### src/xmr_pkg.sv
// package for the external-data mapped register window
// assumes a byte-wide external data bus from the cpu core
package xmr_pkg;
  localparam int unsigned ADDR_W = 16;
  localparam logic [15:0] BANK_BASE = 16'h4000;
  localparam logic [15:0] BANK_LAST = 16'h404F;
  localparam logic [15:0] OFS_LPOSC_TRIM = 16'h4002;
  localparam logic [15:0] OFS_FREQ_COUNT = 16'h4008;
  localparam logic [15:0] OFS_PA_CAP = 16'h400C;
  localparam logic [15:0] OFS_PA_MAX_DRIVE = 16'h4012;
  localparam logic [15:0] OFS_XO_CTRL = 16'h4016;
  localparam logic [15:0] OFS_PORT_TEST = 16'h4017;
  localparam logic [15:0] OFS_NVM_BYTES = 16'h4040;
  localparam int unsigned NVM_BYTES = 16;
  localparam int unsigned PA_CAP_W = 9;
  localparam int unsigned FREQ_COUNT_W = 32;
  localparam logic [7:0] RST_LPOSC_TRIM = 8'h00;
  localparam logic [8:0] RST_PA_CAP = 9'h000;
  localparam logic [7:0] RST_PA_MAX_DRIVE = 8'h00;
  localparam logic [7:0] RST_XO_CTRL = 8'h00;
  localparam logic [7:0] RST_PORT_TEST = 8'h00;
  localparam logic [7:0] ZERO_BYTE = 8'h00;
  typedef enum logic [1:0] {
    XMR_IDLE = 2'b00,
    XMR_READ = 2'b01
  } xmr_cycle_type;
endpackage : xmr_pkg

### src/xmr_byte_lane.sv
// byte-lane selector: picks one byte of a big-endian word
// assumes lane index counted from the lowest address
`timescale 1ns/10ps
module xmr_byte_lane #(
  parameter int unsigned BYTES = 4
) (
  // word and lane
  input wire logic [8*BYTES-1:0] i_word,
  input wire logic [$clog2(BYTES)-1:0] i_lane,
  // selected byte
  output logic [7:0] o_byte
);
  assign o_byte = i_word[8*(BYTES-1-i_lane) +: 8];
endmodule // xmr_byte_lane

### src/xmr_window.sv
// external-data mapped register bank: decode, byte lanes, storage
// assumes the cpu issues single-cycle movx strobes on i_mclk
//
// Contract
// - bank decoded only from external data space cycles
// - registers one, two or four bytes, aligned to own size
// - multi-byte non-array registers big-endian, msb at lowest address
// - 23-bit style register gets four bytes, zero top byte; the 32-bit freq counter top byte is passed through, not zeroed
// - array index zero at lowest address, rising with address
// - narrow fields start at bit zero, toward least significant byte
// - bits above a field read zero, writes ignored
// - pa tuning capacitor is 9 bits, bits 15:9 read zero
`timescale 1ns/10ps
module xmr_window (
  // clock and reset
  input wire logic i_mclk,
  input wire logic i_rst_b,
  // external data bus strobes from cpu core
  input wire logic [xmr_pkg::ADDR_W-1:0] i_xaddr,
  input wire logic i_xwr,
  input wire logic i_xrd,
  input wire logic [7:0] i_xwdata,
  output logic [7:0] o_xrdata,
  output logic o_xsel,
  // peripheral side
  input wire logic [xmr_pkg::FREQ_COUNT_W-1:0] i_freq_counter_result,
  input wire logic [8*xmr_pkg::NVM_BYTES-1:0] i_nvm_read_bytes,
  output logic [7:0] o_low_power_osc_trim,
  output logic [xmr_pkg::PA_CAP_W-1:0] o_pa_tuning_capacitor,
  output logic [7:0] o_pa_max_drive,
  output logic [7:0] o_crystal_osc_control,
  output logic [7:0] o_port_test_control
);
  import xmr_pkg::*;

  logic [7:0] lposc_q;
  logic [PA_CAP_W-1:0] pacap_q;
  logic [7:0] pamax_q;
  logic [7:0] xo_q;
  logic [7:0] port_q;
  logic [7:0] rdata_q;
  logic [7:0] rdata_d;
  logic [7:0] count_byte;
  logic [7:0] pacap_byte;
  logic [15:0] pacap_word;

  // only movx cycles in bank range
  wire in_bank = (i_xaddr >= BANK_BASE) && (i_xaddr <= BANK_LAST);
  wire wr_hit = i_xwr && in_bank;
  wire rd_hit = i_xrd && in_bank;
  wire hit_lposc = (i_xaddr == OFS_LPOSC_TRIM);
  wire hit_count = (i_xaddr[15:2] == OFS_FREQ_COUNT[15:2]);
  wire hit_pacap = (i_xaddr[15:1] == OFS_PA_CAP[15:1]);
  wire hit_pamax = (i_xaddr == OFS_PA_MAX_DRIVE);
  wire hit_xo = (i_xaddr == OFS_XO_CTRL);
  wire hit_port = (i_xaddr == OFS_PORT_TEST);
  wire hit_nvm = (i_xaddr[15:4] == OFS_NVM_BYTES[15:4]);
  assign pacap_word = {{(16 - PA_CAP_W){1'b0}}, pacap_q};
  wire [7:0] nvm_byte = i_nvm_read_bytes[8*i_xaddr[3:0] +: 8];

  // four-byte slot, lsb at base plus three
  xmr_byte_lane #(.BYTES(4)) u_count_lane (
    .i_word(i_freq_counter_result),
    .i_lane(i_xaddr[1:0]),
    .o_byte(count_byte)
  );
  xmr_byte_lane #(.BYTES(2)) u_pacap_lane (
    .i_word(pacap_word),
    .i_lane(i_xaddr[0]),
    .o_byte(pacap_byte)
  );

  always_comb begin
    rdata_d = ZERO_BYTE;
    if (hit_lposc) rdata_d = lposc_q;
    else if (hit_count) rdata_d = count_byte;
    else if (hit_pacap) rdata_d = pacap_byte;
    else if (hit_pamax) rdata_d = pamax_q;
    else if (hit_xo) rdata_d = xo_q;
    else if (hit_port) rdata_d = port_q;
    else if (hit_nvm) rdata_d = nvm_byte;
  end

  // read data held until next bank read
  always_ff @(posedge i_mclk or negedge i_rst_b) begin
    if (!i_rst_b) begin
      rdata_q <= ZERO_BYTE;
    end else if (rd_hit) begin
      rdata_q <= rdata_d;
    end
  end

  // fields at bit zero of lsb byte
  always_ff @(posedge i_mclk or negedge i_rst_b) begin
    if (!i_rst_b) begin
      lposc_q <= RST_LPOSC_TRIM;
      pacap_q <= RST_PA_CAP;
      pamax_q <= RST_PA_MAX_DRIVE;
      xo_q <= RST_XO_CTRL;
      port_q <= RST_PORT_TEST;
    end else if (wr_hit) begin
      if (hit_lposc) lposc_q <= i_xwdata;
      // msb byte keeps only bit 8
      if (hit_pacap && !i_xaddr[0]) pacap_q[8] <= i_xwdata[0];
      if (hit_pacap && i_xaddr[0]) pacap_q[7:0] <= i_xwdata;
      if (hit_pamax) pamax_q <= i_xwdata;
      if (hit_xo) xo_q <= i_xwdata;
      if (hit_port) port_q <= i_xwdata;
    end
  end

  assign o_xrdata = rdata_q;
  assign o_xsel = in_bank && (i_xrd || i_xwr);
  assign o_low_power_osc_trim = lposc_q;
  assign o_pa_tuning_capacitor = pacap_q;
  assign o_pa_max_drive = pamax_q;
  assign o_crystal_osc_control = xo_q;
  assign o_port_test_control = port_q;

  // lowest address gives msb of counter
  property p_count_msb;
    @(posedge i_mclk) disable iff (!i_rst_b)
    (i_xrd && i_xaddr == OFS_FREQ_COUNT) |=> (o_xrdata == $past(i_freq_counter_result[31:24]));
  endproperty
  a_count_msb: assert property (p_count_msb) else $error("counter msb lane wrong");
  property p_count_lsb;
    @(posedge i_mclk) disable iff (!i_rst_b)
    (i_xrd && i_xaddr == 16'h400B) |=> (o_xrdata == $past(i_freq_counter_result[7:0]));
  endproperty
  a_count_lsb: assert property (p_count_lsb) else $error("counter lsb lane wrong");
  // top byte of cap reads 0 or 1
  property p_pacap_top;
    @(posedge i_mclk) disable iff (!i_rst_b)
    (i_xrd && i_xaddr == OFS_PA_CAP) |=> (o_xrdata[7:1] == 7'h00);
  endproperty
  a_pacap_top: assert property (p_pacap_top) else $error("cap upper bits not zero");
  property p_reserved_zero;
    @(posedge i_mclk) disable iff (!i_rst_b)
    (i_xrd && i_xaddr == 16'h4003) |=> (o_xrdata == 8'h00);
  endproperty
  a_reserved_zero: assert property (p_reserved_zero) else $error("reserved read nonzero");
  property p_nvm_index;
    @(posedge i_mclk) disable iff (!i_rst_b)
    (i_xrd && i_xaddr == OFS_NVM_BYTES) |=> (o_xrdata == $past(i_nvm_read_bytes[7:0]));
  endproperty
  a_nvm_index: assert property (p_nvm_index) else $error("array index zero wrong");
  property p_trim_write;
    @(posedge i_mclk) disable iff (!i_rst_b)
    (i_xwr && i_xaddr == OFS_LPOSC_TRIM) |=> (o_low_power_osc_trim == $past(i_xwdata));
  endproperty
  a_trim_write: assert property (p_trim_write) else $error("trim write lost");
  // cap msb write keeps bit 8 only
  property p_pacap_write;
    @(posedge i_mclk) disable iff (!i_rst_b)
    (i_xwr && i_xaddr == OFS_PA_CAP) |=> (o_pa_tuning_capacitor[8] == $past(i_xwdata[0]))
      && $stable(o_pa_tuning_capacitor[7:0]);
  endproperty
  a_pacap_write: assert property (p_pacap_write) else $error("cap msb write wrong");
  property p_no_cycle;
    @(posedge i_mclk) disable iff (!i_rst_b)
    (!i_xrd && !i_xwr) |=> $stable(o_xrdata) && $stable(o_crystal_osc_control);
  endproperty
  a_no_cycle: assert property (p_no_cycle) else $error("change without bus cycle");
  // word read at odd address picks lsb
  property p_pacap_lsb;
    @(posedge i_mclk) disable iff (!i_rst_b)
    (i_xrd && i_xaddr == 16'h400D) |=> (o_xrdata == $past(o_pa_tuning_capacitor[7:0]));
  endproperty
  a_pacap_lsb: assert property (p_pacap_lsb) else $error("cap lsb lane wrong");
  property p_count_mid;
    @(posedge i_mclk) disable iff (!i_rst_b)
    (i_xrd && i_xaddr == OFS_FREQ_COUNT + 16'h0001) |=> (o_xrdata == $past(i_freq_counter_result[23:16]));
  endproperty
  a_count_mid: assert property (p_count_mid) else $error("counter second lane wrong");
  property p_nvm_last;
    @(posedge i_mclk) disable iff (!i_rst_b)
    (i_xrd && i_xaddr == OFS_NVM_BYTES + 16'h000F) |=> (o_xrdata == $past(i_nvm_read_bytes[127:120]));
  endproperty
  a_nvm_last: assert property (p_nvm_last) else $error("array last element wrong");
  property p_reserved_write;
    @(posedge i_mclk) disable iff (!i_rst_b)
    (i_xwr && i_xaddr == OFS_LPOSC_TRIM + 16'h0001) |=> $stable(o_low_power_osc_trim)
      && $stable(o_pa_tuning_capacitor) && $stable(o_pa_max_drive)
      && $stable(o_crystal_osc_control) && $stable(o_port_test_control);
  endproperty
  a_reserved_write: assert property (p_reserved_write) else $error("reserved write changed a register");
  property p_outside_write;
    @(posedge i_mclk) disable iff (!i_rst_b)
    (i_xwr && i_xaddr < BANK_BASE) |=> $stable(o_low_power_osc_trim)
      && $stable(o_pa_tuning_capacitor) && $stable(o_pa_max_drive)
      && $stable(o_crystal_osc_control) && $stable(o_port_test_control);
  endproperty
  a_outside_write: assert property (p_outside_write) else $error("write outside bank changed a register");
  // cap lsb write keeps bit 8
  property p_pacap_lo_write;
    @(posedge i_mclk) disable iff (!i_rst_b)
    (i_xwr && i_xaddr == OFS_PA_CAP + 16'h0001) |=> (o_pa_tuning_capacitor[7:0] == $past(i_xwdata))
      && $stable(o_pa_tuning_capacitor[8]);
  endproperty
  a_pacap_lo_write: assert property (p_pacap_lo_write) else $error("cap lsb write wrong");
  property p_pamax_write;
    @(posedge i_mclk) disable iff (!i_rst_b)
    (i_xwr && i_xaddr == OFS_PA_MAX_DRIVE) |=> (o_pa_max_drive == $past(i_xwdata));
  endproperty
  a_pamax_write: assert property (p_pamax_write) else $error("drive write lost");
  property p_xo_write;
    @(posedge i_mclk) disable iff (!i_rst_b)
    (i_xwr && i_xaddr == OFS_XO_CTRL) |=> (o_crystal_osc_control == $past(i_xwdata));
  endproperty
  a_xo_write: assert property (p_xo_write) else $error("oscillator control write lost");
  property p_port_write;
    @(posedge i_mclk) disable iff (!i_rst_b)
    (i_xwr && i_xaddr == OFS_PORT_TEST) |=> (o_port_test_control == $past(i_xwdata));
  endproperty
  a_port_write: assert property (p_port_write) else $error("port test write lost");
endmodule // xmr_window
### config.mk
export PLATFORM = sky130hd
export DESIGN_NAME = xmr_window
export DESIGN_NICKNAME = d
export VERILOG_FILES = /design/src/xmr_pkg.sv /design/src/xmr_byte_lane.sv /design/src/xmr_window.sv
export SDC_FILE = /design/constraint.sdc
export NUM_CORES = 1
export LEC_CHECK = 0
export BUFFER_PORTS_ARGS = -buffer_cell sky130_fd_sc_hd__buf_2
export CORE_MARGIN = 2
export CORE_UTILIZATION = 33
export CTS_CLUSTER_DIAMETER = 120
export DETAILED_ROUTE_END_ITERATION = 16
export MAX_ROUTING_LAYER = met4
export PLACE_DENSITY_LB_ADDON = 0.05
export SYNTH_ARGS = -nofsm -noshare
export SYNTH_HDL_FRONTEND = slang
export SYNTH_SLANG_ARGS = --single-unit
### constraint.sdc
create_clock -name i_mclk -period 2.2 [get_ports i_mclk]
set_input_delay 0.33 -clock i_mclk [delete_from_list [all_inputs] [get_ports i_mclk]]
set_output_delay 0.33 -clock i_mclk [all_outputs]
set_load 0.1 [all_outputs]
==> impl_metrics.ini <==
[cts]
cts_tree = done
htree_levels = 2
root_buffer = clkbuf_16
clock_latency_ns = 0.29
clkTransAtPathRegs_ns = 0.06
cts_sinks = 49
cts_buffers = 5
clock_path_buffers = 2

[yosys]
ys_seq_elements = 49
synth_ff_type = dfrtp_1
netlist_instances = 307
synth_async_sr_flop_share_pct = 100
avgSynthCellArea_um2 = 12.5
syn-num-nets = 495
yosysTopAreaCell = dfrtp_1
yosysUniqueCellTypes = 48
synthTopCellsByArea = dfrtp_1 (32%), mux4_2 (22%), mux2_2 (17%), mux2i_1 (2.6%), nor2_1 (2.0%)
yosys.cell_count.top_type = mux2_2
synth_edf_count = 0
synth_commonest_cells = mux2_2 (57), dfrtp_1 (49), mux4_2 (38)
syn_area_mm2 = 0.00384
yosysSeqAreaShare_pct = 31.9
ys_warn_count = 0
synth_top_area_share_pct = 31.9

[route]
wl_per_cell_um = 20.6
vias_per_cell = 5.35
vias = 3967
ant_nets = 0
firstDrtPassIters = 4
remaining_drc_errors = 0
first_iter_violations = 223
wl_mm = 15.3

[pwr]
p_seq_share_pct = 40.8
sw_frac_of_total_pct = 24.5
p_leak_nw = 3.09
p_int_mw = 1.67
max-vdd-ir-drop_mv = 0.298
clockPowerShare_pct = 34.5
finalPower_mw = 2.21
p_comb_share_pct = 24.7
p_sw_uw = 541
powerDensity_mw_per_mm2 = 368

[min_path]
whs_path_depth = 2
hp-class = primary input to flip-flop
worstHoldStart = i_xwdata[1]
holdPathEnd = o_pa_tuning_capacitor[1]

[global_routing]
grt_overflow = 0
busiest_layer = met2
grt_use_met1_pct = 30.3
grt_pass1_vias = 4122
track_usage_pct = 24.3
grt_max_degree = 26
met2_usage_pct = 43.0
grt_antenna_before_repair = 0
grt_pass1_wl_mm = 23.0
globalRouteMet3Util_pct = 2.99

[setup_path]
reg2reg_to = o_xrdata[4]
cp_slowest_stage_delay_ns = 0.58
rr_worst_depth = 5
crit_path_end_kind = flip-flop
critical_path_class = primary input to flip-flop
regToRegStartpoint = o_port_test_control[4]
cp-start-kind = primary input
critPathMaxFanout = 4
cp.required_ns = 2.36
reg2reg_slack_ns = 0.66
critical_path.cell_chain = buf_6, or4b_4, buf_4, or4_4, o32ai_2, a211oi_2, or3_1
cp.arrival_ns = 2.36
critPathSlowestCell = or4_4

[place]
post-dp-hpwl_mm = 12.5
placed_area_mm2 = 0.00567
place_congestion = 0.862
port_buffers = 237

[timing]
hold_viol_final = 0
tns_ns = 0
drv_slew = 0
fin_crit_ns = 2.20
max_slew_margin_pct = 61.4
rsz0062_at_grt = yes
fin_crit_sh_pct = 99.9
timing.hold.ws_ns = 0.334
fmax_ghz = 0.455
setup_viol = 0
tightest_slew_ns = 0.574
skew_ns = 0.00515

[layout]
fill_cells = 1051
seq_area_mm2 = 0.00123
multi_input_area_mm2 = 0.00263
final_nets = 786
diodes = 0
utilization_pct = 52.8
finalInstanceArea_mm2 = 0.00600
drive_gt1_share_pct = 72.9
area_growth_syn_to_layout_pct = 56.2

[run_status]
status = complete, no violations

[job]
drv_cap = 0

[floorplanning]
coreArea_mm2 = 0.0114
rows = 39
start_util_pct = 33.8
die_w_um = 112
die_h_um = 112
dieArea_mm2 = 0.0125
pin_count = 238
-- cell type report --
class | count | area share (%)
timing repair buffer | 307 | 30.2
clock buffer | 7 | 2.38
multi-input combinational | 233 | 43.9
inverter | 2 | 0.125
tap | 143 | 2.98
sequential | 49 | 20.4
-- critical path, delay by kind of cell --
family,cells,cell delay (ns)
and+or+nand+nor,3,1.45
AOI/OAI and AO/OA,2,0.31
buffers and inverters,2,0.27
-- routing by layer --
layer	wire, um	part of all wire (%)
met1	6150	40
met2	7930	52
met3	1030	6.8
met4	145	0.95
met5	0	0
-- worst max-delay path by stage --
| stage | end | start | cells after the start | slack [ns] |
|---|---|---|---|---|
| after detailed placement | o_crystal_osc_control[3] | i_xaddr[8] | 8 | -0.44 |
| after CTS | o_xrdata[0] | i_xaddr[15] | 7 | 0.004 |
| after floorplan | o_pa_tuning_capacitor[1] | i_xaddr[8] | 5 | -0.03 |
| after global placement | o_crystal_osc_control[5] | i_xaddr[8] | 8 | -0.43 |
| final | o_xrdata[0] | i_xaddr[15] | 7 | 0.003 |
| after global routing | o_xsel | i_xaddr[8] | 7 | -0.03 |
-- state kept, by name, summed over array words and instances, names as in the netlist --
signal / count
o_pa_tuning_capacitor: 9
o_crystal_osc_control: 8
o_xrdata: 8
o_pa_max_drive: 8
o_low_power_osc_trim: 8
o_port_test_control: 8
-- power by group through the flow --
stage / sequential (mW) / combinational, mW / clock, mW
3_5_place_dp: 0.918 / 0.534 / 0
4_1_cts: 0.901 / 0.545 / 0.779
5_1_grt: 0.901 / 0.588 / 0.804
3_3_place_gp: 0.918 / 0.525 / 0
2_1_floorplan: 0.919 / 0.248 / 0
6_report: 0.901 / 0.546 / 0.761
-- metrics by stage --
step | worst slack [ns] | std cells
floorplan | -0.0304 | 307
global placement | -0.428 | 729
detailed placement | -0.444 | 729
CTS | 0.00413 | 739
global route | -0.0285 | 741
finish | 0.00314 | 741
-- cells by family (layout without fill, tap and decap cells) --
family                 Yosys count  in the layout  share of synthesized area [%]
muxes                          105            105                           41.6
AOI/OAI and AO/OA               46             46                           10.7
DFF                             49             49                           31.9
buffers and inverters           25            316                           3.00
and+or+nand+nor                 82             82                           12.8
-- repair_timing --
action / in CTS / in global routing
setup buffers: 3 / 2
endpoints found under the setup margin: 31 / 24
resized for setup: 12 / 18
pin swaps: 6 / 6
hold endpoints to repair: 17 / 0
hold buffers: 1 / 0
-- placed cells by master (no fill, tap or decap), types with 3 or more instances in the layout --
cell type,n
nand4_1,3
buf_4,62
nand2_1,18
buf_6,4
nor3_1,3
a211oi_1,4
mux2_2,57
a222oi_1,6
nand3_1,4
mux4_2,38
mux2i_1,10
a211o_1,7
and2_1,3
nor2b_1,3
clkbuf_16,5
buf_2,234
nor4_4,4
a2111oi_2,4
buf_12,6
a22oi_1,7
dfrtp_1,49
nor2_1,17
(Power assumes the default switching activity.)
